<file path="src/common/axis_cfg.svh">
// Constants for the axis homing and supervision block: register indices,
// reset values and timing. Assumes a 10 MHz clock and a 32-bit register bus.
// Functional notes
// - Mode 1 left only; mode 2 right then left.
// - Mode 3 right then left both sides; 4 both.
// - Modes 5/6 seek home, reverse at limit.
// - Modes 7/8 seek home, limits ignored.
// - Plus 128 inverts home switch polarity.
// - Plus 64 uses right reference switch.
// - Separate coarse and fine search speeds.
// - Modes 2/3 report limit switch distance.
// - Latch position just before clearing it.
// - Boost current when ramping; zero means run current.
// - Full steps per revolution, 16 bits, default 200.
// - Zero standby current selects standstill coil option.
// - Read-only load value 0 to 1023.
// - Error bit 0 stall, bit 1 deviation.
// - Errors clear on read or motion command.
// - Writable signed encoder count, 16-bit resolution.
// - Stop on position deviation; zero limit disables.
// - Stop on velocity deviation; zero limit disables.
// - Power down after standstill delay in 10 ms.
// - Stall stop only above velocity threshold.
`ifndef AXIS_CFG_SVH
`define AXIS_CFG_SVH
`define IDX_RUN_CURRENT 8'h06
`define IDX_STANDBY_CURRENT 8'h07
`define IDX_STALL_SPEED 8'hb5
`define IDX_HOMING_MODE 8'hc1
`define IDX_COARSE_SPEED 8'hc2
`define IDX_FINE_SPEED 8'hc3
`define IDX_SWITCH_DIST 8'hc4
`define IDX_LAST_HOME 8'hc5
`define IDX_BOOST 8'hc8
`define IDX_STEPS_REV 8'hca
`define IDX_STANDSTILL 8'hcc
`define IDX_LOAD 8'hce
`define IDX_ERR_FLAGS 8'hcf
`define IDX_DRV_FLAGS 8'hd0
`define IDX_ENC_COUNT 8'hd1
`define IDX_ENC_RES 8'hd2
`define IDX_POS_DEV 8'hd4
`define IDX_VEL_DEV 8'hd5
`define IDX_PD_DELAY 8'hd6
`define RST_HOMING_MODE 8'h01
`define RST_STEPS_REV 16'h00c8
`define RST_PD_DELAY 16'h00c8
`define RST_ENC_RES 16'h00c8
`define RST_RUN_CURRENT 8'h80
`define ERR_STALL_BIT 0
`define ERR_DEV_BIT 1
`define HOME_INV_BIT 7
`define HOME_RIGHT_BIT 6
`define CLK_PERIOD_NS 100
`define PD_UNIT_NS 10000000
`define RESP_OKAY 2'b00
`define RESP_SLVERR 2'b10
`endif

</file>
<file path="src/common/axis_pkg.sv">
// Types shared by the homing sequencer and the axis top.
// Assumes the constants header is included where numbers are needed.
package axis_pkg;
	typedef enum logic [2:0] {
		h_idle,
		h_far,
		h_coarse,
		h_leave,
		h_return
	} home_state_e;
	typedef logic [1:0] coil_mode_t;
endpackage

</file>
<file path="src/axis_homing_and_supervision.sv">
// Axis homing and motion supervision with an AXI4-Lite register slave.
// Assumes ramp logic supplies positions, velocities and phase flags, and
// encoder steps arrive as one-cycle pulses synchronous to clk.
//
// Chosen here: register access over AXI4-Lite.
`timescale 1ns/1ps
`include "axis_cfg.svh"
module axis_homing_and_supervision
	import axis_pkg::*;
#(
	parameter int ADDR_W = 12,
	parameter int PD_TICK_CYCLES = `PD_UNIT_NS / `CLK_PERIOD_NS
)
(
	input wire logic clk,
	input wire logic rst_b,
	input wire logic [ADDR_W-1:0] s_axi_awaddr,
	input wire logic [2:0] s_axi_awprot,
	input wire logic s_axi_awvalid,
	output logic s_axi_awready,
	input wire logic [31:0] s_axi_wdata,
	input wire logic [3:0] s_axi_wstrb,
	input wire logic s_axi_wvalid,
	output logic s_axi_wready,
	output logic [1:0] s_axi_bresp,
	output logic s_axi_bvalid,
	input wire logic s_axi_bready,
	input wire logic [ADDR_W-1:0] s_axi_araddr,
	input wire logic [2:0] s_axi_arprot,
	input wire logic s_axi_arvalid,
	output logic s_axi_arready,
	output logic [31:0] s_axi_rdata,
	output logic [1:0] s_axi_rresp,
	output logic s_axi_rvalid,
	input wire logic s_axi_rready,
	input wire logic reference_search_command,
	input wire logic motion_cmd,
	input wire logic left_sw,
	input wire logic right_sw,
	input wire logic home_sw,
	input wire logic signed [31:0] pos_actual,
	input wire logic signed [31:0] vel_actual,
	input wire logic signed [31:0] vel_desired,
	input wire logic signed [31:0] vel_measured,
	input wire logic ramping,
	input wire logic standstill,
	input wire logic [9:0] load_value,
	input wire logic [7:0] drv_flags,
	input wire logic enc_step,
	input wire logic enc_dir_pos,
	output logic stop_motor,
	output logic home_busy,
	output logic home_dir_pos,
	output logic [23:0] home_speed,
	output logic pos_clear,
	output logic [7:0] motor_current,
	output coil_mode_t coil_mode
);
	logic [7:0] homing_mode;
	logic [23:0] homing_coarse_speed;
	logic [23:0] homing_fine_speed;
	logic [31:0] limit_switch_distance;
	logic [31:0] last_home_position;
	logic [7:0] accel_boost_current;
	logic [15:0] steps_per_revolution;
	logic [1:0] standstill_option;
	logic [1:0] sticky_error_flags;
	logic signed [31:0] encoder_count;
	logic [15:0] encoder_counts_per_rev;
	logic [31:0] position_deviation_limit;
	logic [31:0] velocity_deviation_limit;
	logic [15:0] power_down_delay;
	logic [7:0] run_current;
	logic [7:0] standby_current;
	logic [31:0] stall_speed;

	logic aw_held;
	logic w_held;
	logic [ADDR_W-1:0] aw_addr;
	logic [31:0] w_data;
	logic [3:0] w_strb;
	logic wr_go;
	logic [7:0] wr_idx;
	logic wr_ok;
	logic [7:0] rd_idx;
	logic rd_ok;
	logic [31:0] rd_val;
	logic err_read;

	logic seq_busy;
	logic seq_dir;
	logic seq_fine;
	logic seq_far;
	logic seq_zero;
	logic signed [31:0] far_pos;
	logic dev_trip;
	logic vel_trip;
	logic stall_trip;
	logic [31:0] tick_cnt;
	logic [15:0] unit_cnt;
	logic powered_down;
	logic [31:0] next_wdata;

	// Absolute difference of two signed values, one bit wider to avoid overflow.
	function automatic logic [32:0] abs_diff(input logic signed [31:0] a,
		input logic signed [31:0] b);
		logic signed [32:0] d;
		d = 33'(a) - 33'(b);
		return d[32] ? 33'(-d) : 33'(d);
	endfunction

	// Word address to register index; returns 1 when the index is mapped.
	function automatic logic idx_mapped(input logic [7:0] i);
		case (i)
			`IDX_RUN_CURRENT, `IDX_STANDBY_CURRENT, `IDX_STALL_SPEED,
			`IDX_HOMING_MODE, `IDX_COARSE_SPEED, `IDX_FINE_SPEED,
			`IDX_SWITCH_DIST, `IDX_LAST_HOME, `IDX_BOOST, `IDX_STEPS_REV,
			`IDX_STANDSTILL, `IDX_LOAD, `IDX_ERR_FLAGS, `IDX_DRV_FLAGS,
			`IDX_ENC_COUNT, `IDX_ENC_RES, `IDX_POS_DEV, `IDX_VEL_DEV,
			`IDX_PD_DELAY: return 1'b1;
			default: return 1'b0;
		endcase
	endfunction

	// Byte-lane merge of a write into a stored word.
	function automatic logic [31:0] merge(input logic [31:0] old,
		input logic [31:0] d, input logic [3:0] s);
		logic [31:0] r;
		r = old;
		for (int i = 0; i < 4; i++) begin
			if (s[i]) begin
				r[i*8 +: 8] = d[i*8 +: 8];
			end
		end
		return r;
	endfunction

	// Write channel: address and data may arrive in either order.
	assign wr_go = aw_held && w_held && !s_axi_bvalid;
	assign wr_idx = aw_addr[ADDR_W-1:2] < ADDR_W'(256) ? 8'(aw_addr[ADDR_W-1:2]) : 8'h00;
	assign wr_ok = (aw_addr[ADDR_W-1:2] < ADDR_W'(256)) && idx_mapped(wr_idx)
		&& aw_addr[1:0] == 2'b00;

	always_ff @(posedge clk) begin
		if (!rst_b) begin
			aw_held <= 1'b0;
			w_held <= 1'b0;
			aw_addr <= '0;
			w_data <= 32'h0;
			w_strb <= 4'h0;
			s_axi_awready <= 1'b0;
			s_axi_wready <= 1'b0;
			s_axi_bvalid <= 1'b0;
			s_axi_bresp <= `RESP_OKAY;
		end else begin
			s_axi_awready <= !aw_held && !s_axi_awready && s_axi_awvalid;
			s_axi_wready <= !w_held && !s_axi_wready && s_axi_wvalid;
			if (s_axi_awvalid && s_axi_awready) begin
				aw_held <= 1'b1;
				aw_addr <= s_axi_awaddr;
			end
			if (s_axi_wvalid && s_axi_wready) begin
				w_held <= 1'b1;
				w_data <= s_axi_wdata;
				w_strb <= s_axi_wstrb;
			end
			if (wr_go) begin
				aw_held <= 1'b0;
				w_held <= 1'b0;
				s_axi_bvalid <= 1'b1;
				s_axi_bresp <= wr_ok ? `RESP_OKAY : `RESP_SLVERR;
			end else if (s_axi_bvalid && s_axi_bready) begin
				s_axi_bvalid <= 1'b0;
			end
		end
	end

	assign next_wdata = w_data;

	// Software configuration registers.
	always_ff @(posedge clk) begin
		if (!rst_b) begin
			homing_mode <= `RST_HOMING_MODE;
			homing_coarse_speed <= 24'h0;
			homing_fine_speed <= 24'h0;
			accel_boost_current <= 8'h00;
			steps_per_revolution <= `RST_STEPS_REV;
			standstill_option <= 2'h0;
			encoder_counts_per_rev <= `RST_ENC_RES;
			position_deviation_limit <= 32'h0;
			velocity_deviation_limit <= 32'h0;
			power_down_delay <= `RST_PD_DELAY;
			run_current <= `RST_RUN_CURRENT;
			standby_current <= 8'h00;
			stall_speed <= 32'h0;
		end else if (wr_go && wr_ok) begin
			case (wr_idx)
				`IDX_HOMING_MODE: homing_mode <= 8'(merge(32'(homing_mode), next_wdata, w_strb));
				`IDX_COARSE_SPEED: homing_coarse_speed <=
					24'(merge(32'(homing_coarse_speed), next_wdata, w_strb));
				`IDX_FINE_SPEED: homing_fine_speed <=
					24'(merge(32'(homing_fine_speed), next_wdata, w_strb));
				`IDX_BOOST: accel_boost_current <=
					8'(merge(32'(accel_boost_current), next_wdata, w_strb));
				`IDX_STEPS_REV: steps_per_revolution <=
					16'(merge(32'(steps_per_revolution), next_wdata, w_strb));
				`IDX_STANDSTILL: standstill_option <=
					2'(merge(32'(standstill_option), next_wdata, w_strb));
				`IDX_ENC_RES: encoder_counts_per_rev <=
					16'(merge(32'(encoder_counts_per_rev), next_wdata, w_strb));
				`IDX_POS_DEV: position_deviation_limit <=
					merge(position_deviation_limit, next_wdata, w_strb);
				`IDX_VEL_DEV: velocity_deviation_limit <=
					merge(velocity_deviation_limit, next_wdata, w_strb);
				`IDX_PD_DELAY: power_down_delay <=
					16'(merge(32'(power_down_delay), next_wdata, w_strb));
				`IDX_RUN_CURRENT: run_current <= 8'(merge(32'(run_current), next_wdata, w_strb));
				`IDX_STANDBY_CURRENT: standby_current <=
					8'(merge(32'(standby_current), next_wdata, w_strb));
				`IDX_STALL_SPEED: stall_speed <= merge(stall_speed, next_wdata, w_strb);
				default: ;
			endcase
		end
	end

	// Encoder counter; a software write takes priority over a step.
	always_ff @(posedge clk) begin
		if (!rst_b) begin
			encoder_count <= 32'sh0;
		end else if (wr_go && wr_ok && wr_idx == `IDX_ENC_COUNT) begin
			encoder_count <= merge(encoder_count, next_wdata, w_strb);
		end else if (enc_step) begin
			encoder_count <= enc_dir_pos ? encoder_count + 32'sd1 : encoder_count - 32'sd1;
		end
	end

	// Read channel.
	assign rd_idx = s_axi_araddr[ADDR_W-1:2] < ADDR_W'(256) ? 8'(s_axi_araddr[ADDR_W-1:2]) : 8'h00;
	assign rd_ok = (s_axi_araddr[ADDR_W-1:2] < ADDR_W'(256)) && idx_mapped(rd_idx)
		&& s_axi_araddr[1:0] == 2'b00;

	always_comb begin
		case (rd_idx)
			`IDX_RUN_CURRENT: rd_val = 32'(run_current);
			`IDX_STANDBY_CURRENT: rd_val = 32'(standby_current);
			`IDX_STALL_SPEED: rd_val = stall_speed;
			`IDX_HOMING_MODE: rd_val = 32'(homing_mode);
			`IDX_COARSE_SPEED: rd_val = 32'(homing_coarse_speed);
			`IDX_FINE_SPEED: rd_val = 32'(homing_fine_speed);
			`IDX_SWITCH_DIST: rd_val = limit_switch_distance;
			`IDX_LAST_HOME: rd_val = last_home_position;
			`IDX_BOOST: rd_val = 32'(accel_boost_current);
			`IDX_STEPS_REV: rd_val = 32'(steps_per_revolution);
			`IDX_STANDSTILL: rd_val = 32'(standstill_option);
			`IDX_LOAD: rd_val = 32'(load_value);
			`IDX_ERR_FLAGS: rd_val = 32'(sticky_error_flags);
			`IDX_DRV_FLAGS: rd_val = 32'(drv_flags);
			`IDX_ENC_COUNT: rd_val = encoder_count;
			`IDX_ENC_RES: rd_val = 32'(encoder_counts_per_rev);
			`IDX_POS_DEV: rd_val = position_deviation_limit;
			`IDX_VEL_DEV: rd_val = velocity_deviation_limit;
			`IDX_PD_DELAY: rd_val = 32'(power_down_delay);
			default: rd_val = 32'h0;
		endcase
	end

	assign err_read = s_axi_arvalid && s_axi_arready && rd_ok && rd_idx == `IDX_ERR_FLAGS;

	always_ff @(posedge clk) begin
		if (!rst_b) begin
			s_axi_arready <= 1'b0;
			s_axi_rvalid <= 1'b0;
			s_axi_rdata <= 32'h0;
			s_axi_rresp <= `RESP_OKAY;
		end else begin
			s_axi_arready <= !s_axi_rvalid && !s_axi_arready && s_axi_arvalid;
			if (s_axi_arvalid && s_axi_arready) begin
				s_axi_rvalid <= 1'b1;
				s_axi_rdata <= rd_ok ? rd_val : 32'h0;
				s_axi_rresp <= rd_ok ? `RESP_OKAY : `RESP_SLVERR;
			end else if (s_axi_rvalid && s_axi_rready) begin
				s_axi_rvalid <= 1'b0;
			end
		end
	end

	homing_sequencer u_seq (
		.clk(clk),
		.rst_b(rst_b),
		.start(reference_search_command),
		.mode(homing_mode),
		.left_sw(left_sw),
		.right_sw(right_sw),
		.home_sw(home_sw),
		.busy(seq_busy),
		.dir_pos(seq_dir),
		.fine(seq_fine),
		.far_pulse(seq_far),
		.zero_pulse(seq_zero)
	);

	// Homing outputs and captures.
	always_ff @(posedge clk) begin
		if (!rst_b) begin
			home_busy <= 1'b0;
			home_dir_pos <= 1'b0;
			home_speed <= 24'h0;
			pos_clear <= 1'b0;
			far_pos <= 32'sh0;
			last_home_position <= 32'h0;
			limit_switch_distance <= 32'h0;
		end else begin
			home_busy <= seq_busy;
			home_dir_pos <= seq_dir;
			home_speed <= !seq_busy ? 24'h0 : seq_fine ? homing_fine_speed : homing_coarse_speed;
			pos_clear <= seq_zero;
			if (seq_far) begin
				far_pos <= pos_actual;
			end
			if (pos_clear) begin
				// Latched at the edge where the ramp logic clears, so the kept value is the wiped one.
				last_home_position <= pos_actual;
				if (homing_mode[5:0] == 6'd2 || homing_mode[5:0] == 6'd3) begin
					limit_switch_distance <= 32'(abs_diff(pos_actual, far_pos));
				end
			end
		end
	end

	// Supervision trips; a deviation limit of zero switches that check off.
	assign dev_trip = position_deviation_limit != 32'h0
		&& abs_diff(pos_actual, encoder_count) > 33'(position_deviation_limit);
	assign vel_trip = velocity_deviation_limit != 32'h0
		&& abs_diff(vel_desired, vel_measured) > 33'(velocity_deviation_limit);
	assign stall_trip = abs_diff(vel_actual, 32'sh0) > 33'(stall_speed)
		&& load_value == 10'h000;

	always_ff @(posedge clk) begin
		if (!rst_b) begin
			stop_motor <= 1'b0;
		end else begin
			stop_motor <= dev_trip || vel_trip || stall_trip;
		end
	end

	// Sticky errors: a new trip in the clearing cycle still sets its bit.
	always_ff @(posedge clk) begin
		if (!rst_b) begin
			sticky_error_flags <= 2'b00;
		end else begin
			for (int i = 0; i < 2; i++) begin
				if ((i == `ERR_STALL_BIT && stall_trip)
					|| (i == `ERR_DEV_BIT && (dev_trip || vel_trip))) begin
					sticky_error_flags[i] <= 1'b1;
				end else if (err_read || motion_cmd || reference_search_command) begin
					sticky_error_flags[i] <= 1'b0;
				end
			end
		end
	end

	// Standstill timer in 10 ms units; long counts are parameters.
	always_ff @(posedge clk) begin
		if (!rst_b) begin
			tick_cnt <= 32'h0;
			unit_cnt <= 16'h0;
			powered_down <= 1'b0;
		end else if (!standstill || seq_busy) begin
			tick_cnt <= 32'h0;
			unit_cnt <= 16'h0;
			powered_down <= 1'b0;
		end else if (unit_cnt >= power_down_delay) begin
			powered_down <= 1'b1;
		end else if (tick_cnt >= 32'(PD_TICK_CYCLES - 1)) begin
			tick_cnt <= 32'h0;
			unit_cnt <= unit_cnt + 16'h1;
		end else begin
			tick_cnt <= tick_cnt + 32'h1;
		end
	end

	// Current selection and coil handling at rest.
	always_ff @(posedge clk) begin
		if (!rst_b) begin
			motor_current <= 8'h00;
			coil_mode <= 2'h0;
		end else begin
			if (ramping) begin
				motor_current <= accel_boost_current != 8'h00 ? accel_boost_current : run_current;
			end else if (powered_down) begin
				motor_current <= standby_current;
			end else begin
				motor_current <= run_current;
			end
			coil_mode <= (powered_down && standby_current == 8'h00) ? standstill_option : 2'h0;
		end
	end
endmodule

</file>
<file path="src/homing_sequencer.sv">
// Reference search sequencer for one axis.
// Assumes switch inputs are synchronous and high when the switch is active.
`timescale 1ns/1ps
`include "axis_cfg.svh"
module homing_sequencer
	import axis_pkg::*;
(
	input wire logic clk,
	input wire logic rst_b,
	input wire logic start,
	input wire logic [7:0] mode,
	input wire logic left_sw,
	input wire logic right_sw,
	input wire logic home_sw,
	output logic busy,
	output logic dir_pos,
	output logic fine,
	output logic far_pulse,
	output logic zero_pulse
);
	home_state_e state;
	logic [7:0] m;
	logic [5:0] base;
	logic ref_hit;
	logic far_hit;
	logic tgt;
	logic both;

	assign base = m[5:0];
	assign ref_hit = m[`HOME_RIGHT_BIT] ? right_sw : left_sw;
	assign far_hit = m[`HOME_RIGHT_BIT] ? left_sw : right_sw;
	assign tgt = (base >= 6'd5) ? (home_sw ^ m[`HOME_INV_BIT]) : ref_hit;
	assign both = (base == 6'd3) || (base == 6'd4);

	always_ff @(posedge clk) begin
		if (!rst_b) begin
			state <= h_idle;
			m <= 8'h00;
			busy <= 1'b0;
			dir_pos <= 1'b0;
			fine <= 1'b0;
			far_pulse <= 1'b0;
			zero_pulse <= 1'b0;
		end else begin
			far_pulse <= 1'b0;
			zero_pulse <= 1'b0;
			case (state)
				h_idle: begin
					fine <= 1'b0;
					if (start && mode[5:0] >= 6'd1 && mode[5:0] <= 6'd8) begin
						m <= mode;
						busy <= 1'b1;
						// Modes 2 and 3 run to the far switch first.
						if (mode[5:0] == 6'd2 || mode[5:0] == 6'd3) begin
							state <= h_far;
							dir_pos <= !mode[`HOME_RIGHT_BIT];
						end else begin
							state <= h_coarse;
							case (mode[5:0])
								6'd5, 6'd8: dir_pos <= 1'b0;
								6'd6, 6'd7: dir_pos <= 1'b1;
								default: dir_pos <= mode[`HOME_RIGHT_BIT];
							endcase
						end
					end
				end
				h_far: begin
					if (far_hit) begin
						far_pulse <= 1'b1;
						dir_pos <= m[`HOME_RIGHT_BIT];
						state <= h_coarse;
					end
				end
				h_coarse: begin
					if (tgt) begin
						dir_pos <= !dir_pos;
						fine <= 1'b1;
						state <= h_leave;
					end else if (base == 6'd5 && left_sw) begin
						dir_pos <= 1'b1;
					end else if (base == 6'd6 && right_sw) begin
						dir_pos <= 1'b0;
					end
				end
				h_leave: begin
					if (!tgt) begin
						if (both) begin
							dir_pos <= !dir_pos;
							state <= h_return;
						end else begin
							zero_pulse <= 1'b1;
							busy <= 1'b0;
							state <= h_idle;
						end
					end
				end
				h_return: begin
					if (tgt) begin
						zero_pulse <= 1'b1;
						busy <= 1'b0;
						state <= h_idle;
					end
				end
				default: state <= h_idle;
			endcase
		end
	end
endmodule

</file>
<file path="config.mk">
export PLATFORM = sky130hd
export DESIGN_NAME = axis_homing_and_supervision
export DESIGN_NICKNAME = d
export VERILOG_FILES = /design/src/common/axis_pkg.sv /design/src/axis_homing_and_supervision.sv /design/src/homing_sequencer.sv
export VERILOG_INCLUDE_DIRS = /design/src /design/src/common
export SDC_FILE = /design/constraint.sdc
export NUM_CORES = 2
export LEC_CHECK = 0
export ABC_AREA = 1
export BUFFER_PORTS_ARGS = -buffer_cell sky130_fd_sc_hd__buf_2
export CAP_MARGIN = 40
export CORE_ASPECT_RATIO = 2
export CORE_UTILIZATION = 33
export CTS_CLUSTER_SIZE = 12
export DETAILED_ROUTE_END_ITERATION = 8
export PLACE_DENSITY = 0.5
export SYNTH_ARGS = -nofsm -noshare
export SYNTH_HDL_FRONTEND = slang
export SYNTH_SLANG_ARGS = --single-unit
</file>
<file path="constraint.sdc">
create_clock -name clk -period 5.5 [get_ports clk]
set_input_delay 0.55 -clock clk [delete_from_list [all_inputs] [get_ports clk]]
set_output_delay 0.55 -clock clk [all_outputs]
set_load 0.005 [all_outputs]
</file>
-- Yosys cells after proc, flatten, opt, wreduce, memory -nomap -nowiden
Cells that the tools add are included.
- $add $sub $neg: 11
- order comparisons: 10
- equal/unequal tests: 64
- mux-type cells: 64
- bitwise gates (word level): 3
- reduce and logical (&&, ||, !) cells: 111
- operators with widths (operator ; count):
    one-hot mux 32 bit (19 select lines) ; 1
    equality test 8 bit (second input constant) ; 34
    two-way mux 32 bit ; 6
    greater-than comparator 33 x 32 -> 1 bit ; 3
    two-way mux 33 bit ; 3
    subtractor 32 x 32 -> 33 bit ; 3
    AND reduction 3 bit ; 29
    two-way mux 8 bit ; 9
    negation 33 bit ; 2
    nonzero test 32 bit ; 2
    OR reduction 19 bit ; 2
    equality test 6 x 3 -> 1 bit (second input constant) ; 6
    negation 32 -> 33 bit ; 1
    adder 32 x 1 -> 32 bit (second input constant) ; 1
    adder 32 x 2 -> 32 bit (second input constant) ; 1
    equality test 8 x 3 -> 1 bit (second input constant) ; 4
    >= comparator 32 x 17 -> 1 bit (second input constant) ; 1
    negation 32 bit ; 1
    subtractor 32 x 2 -> 32 bit (second input constant) ; 1
    logical AND 1 bit ; 29
    two-way mux 1 bit ; 29
    two-way mux 24 bit ; 1
    AND reduction 2 bit ; 11
    < comparator 10 x 9 -> 1 bit (second input constant) ; 2
    34 further kinds ; 81
- register bits after elaboration: 550
- bits of input ports: 228
- output and inout port bits: 79
- logic and storage cells: 331

-- Longest topological paths before layout
- depth after elaboration: 13
- mapped depth: 42
- depth with buffers taken out: 41

-- Cells and area by module
From an unflattened synthesis, not the netlist that was laid out.
- cells, all modules: 5873
- area total of the unflattened synthesis: 37738.7 um^2
- modules (own cells, without submodules) (module ; times used ; cells an instance ; area an instance (um^2) ; seq. area each (um^2)):
    axis_homing_and_supervision ; 1 ; 5702 ; 36668.9 ; 10650.2
    homing_sequencer ; 1 ; 171 ; 1069.8 ; 320.3

-- Least setup slack after synthesis
Ideal clock, no wire load.
- kind: in2reg
- start: input vel_desired[0]
- end: register stop_motor
- data arrival time: 4.142 ns
- data required time: 5.390 ns
- setup slack: 1.248 ns
- stages on the path: 39
- path buffers: 0
- path through: inv_1 > ha_1 > fa_1 > inv_1 > nand3_1 > nand2_1 > nand2_1 > nand2_1 > xor2_1 > nor2_1 > nand2_1 > nor2_1 > nand2_1 > nor2_1 > nand2_1 > o31ai_1 > xnor2_1 > inv_1 > [3 not listed] > nand2_1 > nor2_1 > a21boi_0 > nand3_1 > nand2_1 > nand2_1 > nand2_1 > nand2_1 > nand2_1 > nand2_1 > nand2_1 > nand2_1 > nand2_1 > nand2_1 > nand2_1 > nand3_1 > nand2_1 > inv_1
- word-level cells in the longest chain between the ends: 7
- RTL lines (what ; RTL line ; RTL):
    start: declaration ; axis_homing_and_supervision.sv:43 ; input wire logic signed [31:0] vel_desired,
    subtractor 32 x 32 -> 33 bit * ; axis_homing_and_supervision.sv:108 ; d = 33'(a) - 33'(b);
    negation 33 bit ; axis_homing_and_supervision.sv:109 ; return d[32] ? 33'(-d) : 33'(d);
    two-way mux 33 bit * ; axis_homing_and_supervision.sv:109 ;
    greater-than comparator 33 x 32 -> 1 bit * ; axis_homing_and_supervision.sv:334 ; && abs_diff(vel_desired, vel_measured) > 33'(velocity_deviation_limit);
    logical AND 1 bit * ; axis_homing_and_supervision.sv:334 ;
    logical OR 1 bit * (2 in series) ; axis_homing_and_supervision.sv:342 ; stop_motor <= dev_trip || vel_trip || stall_trip;
    end signal: assignment ; axis_homing_and_supervision.sv:342 ;
    end: declaration ; axis_homing_and_supervision.sv:51 ; output logic stop_motor,
Mark *: on every way between the ends. The rest lies on a longest branch, timed or not.
A chain may end at the register's enable or synchronous reset.

-- Worst setup path after layout
- start: register encoder_count[22]
- end: register sticky_error_flags[1]
- word-level cells in the longest chain between the ends: 7
- elaborated cells between the ends (all ways): 8
- those cells by class: 2 x add/sub; 1 x order compare; 2 x mux; 3 x reduce/logical
- RTL lines (what ; RTL line ; RTL):
    start: declaration ; axis_homing_and_supervision.sv:68 ; logic signed [31:0] encoder_count;
    start signal: assignment ; axis_homing_and_supervision.sv:231 ; encoder_count <= merge(encoder_count, next_wdata, w_strb);
    start signal: assignment ; axis_homing_and_supervision.sv:233 ; encoder_count <= enc_dir_pos ? encoder_count + 32'sd1 : encoder_count - 32'sd1;
    subtractor 32 x 32 -> 33 bit * ; axis_homing_and_supervision.sv:108 ;
    negation 33 bit ; axis_homing_and_supervision.sv:109 ;
    two-way mux 33 bit * ; axis_homing_and_supervision.sv:109 ;
    greater-than comparator 33 x 32 -> 1 bit * ; axis_homing_and_supervision.sv:332 ; && abs_diff(pos_actual, encoder_count) > 33'(position_deviation_limit);
    logical AND 1 bit * ; axis_homing_and_supervision.sv:332 ;
    logical OR 1 bit * ; axis_homing_and_supervision.sv:353 ; || (i == `ERR_DEV_BIT && (dev_trip || vel_trip))) begin
    two-way mux 1 bit / nonzero test 2 bit (equally long branches) ; n/a ;
    end signal: assignment ; axis_homing_and_supervision.sv:349 ; sticky_error_flags <= 2'b00;
    end signal: indexed assignment ; axis_homing_and_supervision.sv:354 ; sticky_error_flags[i] <= 1'b1;
    end signal: indexed assignment ; axis_homing_and_supervision.sv:356 ; sticky_error_flags[i] <= 1'b0;
    end: declaration ; axis_homing_and_supervision.sv:67 ; logic [1:0] sticky_error_flags;
Marked as above.

==> flow_metrics.py <==
metrics = {
    "sta": {
        "fin_crit_sh_pct": 92.4,
        "period_needed_ps": 5080,
        "worst_pin_slew_ps": 982,
        "timing.setup.tns_ps": 0,
        "finalClockSkew_ps": 51.1,
        "maxSlewViolCount": 0,
        "rsz0062_at_grt": "no",
        "relSlewSlack_pct": 34.5,
        "hold_violations": 0,
        "setup_violations": 0,
        "setup_ws_ps": 420,
        "fmax_mhz": 197,
    },
    "cts": {
        "clk_latency_ps": 700,
        "clk_pin_slew_ps": 70,
        "cts-root-buf": "clkbuf_16",
        "cts_tree": "built",
        "h-tree-depth": 2,
        "cts-resized-gates": 0,
        "cts_inserted_buffers": 58,
        "clock_path_buffers": 3,
        "cts.sinks": 548,
        "holdBufCountCts": 0,
        "cts_setup_buffers": 0,
    },
    "grt": {
        "grt_max_degree": 122,
        "grt_remaining_overflow": 0,
        "grt_pass1_vias": 40023,
        "track_usage_pct": 30.6,
        "antenna_found_initial": 8,
        "grt_pass1_wl_um": 263000,
    },
    "floorplan": {
        "ioPinCount": 307,
        "start_util_pct": 33.3,
        "dieArea_mm2": 0.117,
        "die-width_um": 243,
        "fp-row-count": 176,
        "die_h_um": 483,
        "core_mm2": 0.115,
    },
    "power": {
        "p_total_mw": 13.0,
        "p_seq_share_pct": 33.0,
        "p_comb_share_pct": 34.1,
        "swShare_pct": 38.8,
        "leakage_nw": 19.9,
        "power_switching_mw": 5.06,
        "power.density_mw_per_mm2": 299,
        "ir_drop_mv": 0.253,
        "internal-power_mw": 7.96,
        "pwr-share-clk_pct": 32.9,
    },
    "worst_setup_path": {
        "crit_required_ps": 6080,
        "r2r-start": "encoder_count[22]",
        "r2r_end": "sticky_error_flags[1]",
        "startpoint_type": "flip-flop",
        "cpPeakStageDelay_ps": 500,
        "rr_worst_depth": 31,
        "rrSetupSlack_ps": 420,
        "critical_path.slowest_cell": "ha_1",
        "path_common_cell": "nand2_1",
        "critPathKind": "reg -> reg",
        "worstPathArrival_ps": 5660,
        "cp-end-kind": "flip-flop",
        "crit_fanout": 5,
    },
    "synth": {
        "async_reset_ff_share_pct": 0,
        "synth-seq-area-share_pct": 28.7,
        "syn-mean-instance-area_um2": 6.41,
        "yosysTopAreaCellShare_pct": 28.7,
        "yosysWarnings": 0,
        "yosys-top-cells-count": "nand2_1 (1262), inv_1 (976), nor2_1 (622)",
        "yosysTopAreaCell": "dfxtp_1",
        "synth_cell_types": 66,
        "synth_edf_count": 0,
        "synthFlopType": "dfxtp_1",
        "synth.area.top_cells": "dfxtp_1 (29%), nand2_1 (12%), inv_1 (9.6%), ha_1 (8.0%), a21oi_1 (7.5%)",
        "netlist_instances": 5966,
        "syn-cell-area_mm2": 0.0382,
        "synth-seq-cells": 548,
        "synth_most_common_cell": "nand2_1",
    },
    "final_layout": {
        "areaGrowthSynthToFinish_pct": 13.9,
        "layout-drive-gt1-share_pct": 8.86,
        "final_nets": 6704,
        "final_core_util_pct": 37.9,
    },
    "job": {
        "maxCapViolCount": 0,
    },
    "detailed_routing": {
        "antenna_left": 0,
        "wirelength_um": 185000,
        "avgViaCountPerCell": 5.30,
        "routedWlPerCell_um": 23.8,
        "vias": 41217,
        "drt-pass1-iter-count": 6,
        "drc": 0,
        "drt_iter0_drc": 2777,
    },
    "hold_path": {
        "whs_path_depth": 3,
        "hp-start": "s_axi_awvalid",
        "hp-class": "in -> reg",
        "min_to": "s_axi_awready",
    },
    "placed_design": {
        "pre_cts_ws_ps": 284,
        "place_hpwl_um": 152000,
        "place_congestion": 1.00,
        "port_buffers": 298,
    },
    "outcome": {
        "status": "finished, final reports clean",
    },
}
## power by group through the flow
| stage | logic, mW | registers [mW] | clock network [mW] |
|---|---|---|---|
| after floorplan | 2.98 | 4.29 | 0 |
| after global placement | 4.32 | 4.40 | 0 |
| after detailed placement | 4.38 | 4.39 | 0 |
| after CTS | 4.40 | 4.30 | 4.35 |
| after global routing | 4.94 | 4.31 | 4.47 |
| final | 4.43 | 4.30 | 4.28 |
## placed cells by master (no fill, tap or decap), drive strengths merged, types with 7 or more instances in the layout
| cell type | count |
|---|---|
| a2111oi | 8 |
| dfxtp | 548 |
| a21oi | 574 |
| o21bai | 14 |
| a31oi | 18 |
| bufinv | 8 |
| clkinv | 16 |
| xor2 | 114 |
| o211ai | 33 |
| nor2 | 638 |
| buf | 383 |
| nand3b | 15 |
| nand3 | 254 |
| and2 | 8 |
| o21a | 10 |
| nor4 | 38 |
| diode | 8 |
| o221ai | 23 |
| o41ai | 7 |
| nand4 | 96 |
| a211oi | 89 |
| clkbuf | 75 |
| o21ai | 493 |
| a221oi | 32 |
| ha | 244 |
| inv | 987 |
| nand2 | 1293 |
| xnor2 | 45 |
| o22ai | 70 |
| nor3 | 88 |
## worst max-delay path, delay by kind of cell (launching register included)
kind	cells	cell delay (ps)
and+or+nand+nor	22	2420
xor gates and xnor gates	1	230
adders and majority gates	2	790
AOI/OAI and AO/OA	3	520
buffers and inverters	3	520
DFF	1	470
## cell type report
cell class,count,area (µm²)
diodes,8,20.0
clock buffers,74,1590
clock inverters,19,357
fillers,12880,71400
inverters,993,3730
multi-input cells,4241,22700
flip-flops and latches,548,11000
well taps,1513,1890
repair buffers,386,2250
## how the worst max path moves through the flow
stage / startpoint / endpoint / cells past startpoint
6_report: encoder_count[22] / sticky_error_flags[1] / 31
5_1_grt: encoder_count[8] / stop_motor / 35
4_1_cts: encoder_count[8] / sticky_error_flags[1] / 30
3_5_place_dp: pos_actual[0] / sticky_error_flags[1] / 40
3_3_place_gp: pos_actual[0] / sticky_error_flags[1] / 40
2_1_floorplan: vel_desired[0] / stop_motor / 39
## sequential cells by signal (all words and copies together), names as in the netlist, 12 cells and up
| signal | count |
|---|---|
| velocity_deviation_limit | 32 |
| steps_per_revolution | 16 |
| tick_cnt | 32 |
| last_home_position | 32 |
| home_speed | 24 |
| power_down_delay | 16 |
| encoder_count | 32 |
| s_axi_rdata | 32 |
| unit_cnt | 16 |
| homing_coarse_speed | 24 |
| homing_fine_speed | 24 |
| position_deviation_limit | 32 |
| limit_switch_distance | 32 |
| aw_addr | 12 |
| far_pos | 32 |
| encoder_counts_per_rev | 16 |
| stall_speed | 32 |
| next_wdata | 32 |
## per-layer routing
| metal | GRT usage [%] | routed length (µm) |
|---|---|---|
| met5 | 0 | 21 |
| met3 | 4.03 | 9310 |
| met2 | 56.1 | 93400 |
| met4 | 25.2 | 17700 |
| met1 | 30.7 | 64700 |
## kinds of logic after synthesis
family	after synthesis	synth area share (%)
XOR/XNOR	159	3.66
flip-flops	548	28.7
other	1	0.00981
AO/OA/AOI/OAI	1390	20.4
AND/OR/NAND/NOR	2441	27.1
buffers and inverters	1178	11.9
multiplexers	1	0.0262
adder cells (fa/ha/maj)	248	8.19
## through the flow
stage	instance area, µm²	hold slack (ps)	cells
after floorplan	38200	390	5967
after global placement	41400	404	7667
after detailed placement	41600	403	7680
after CTS	43500	40.2	7773
after global routing	43500	89.4	7775
final	43600	79.7	7782
Power figures use the tool's default switching activity.
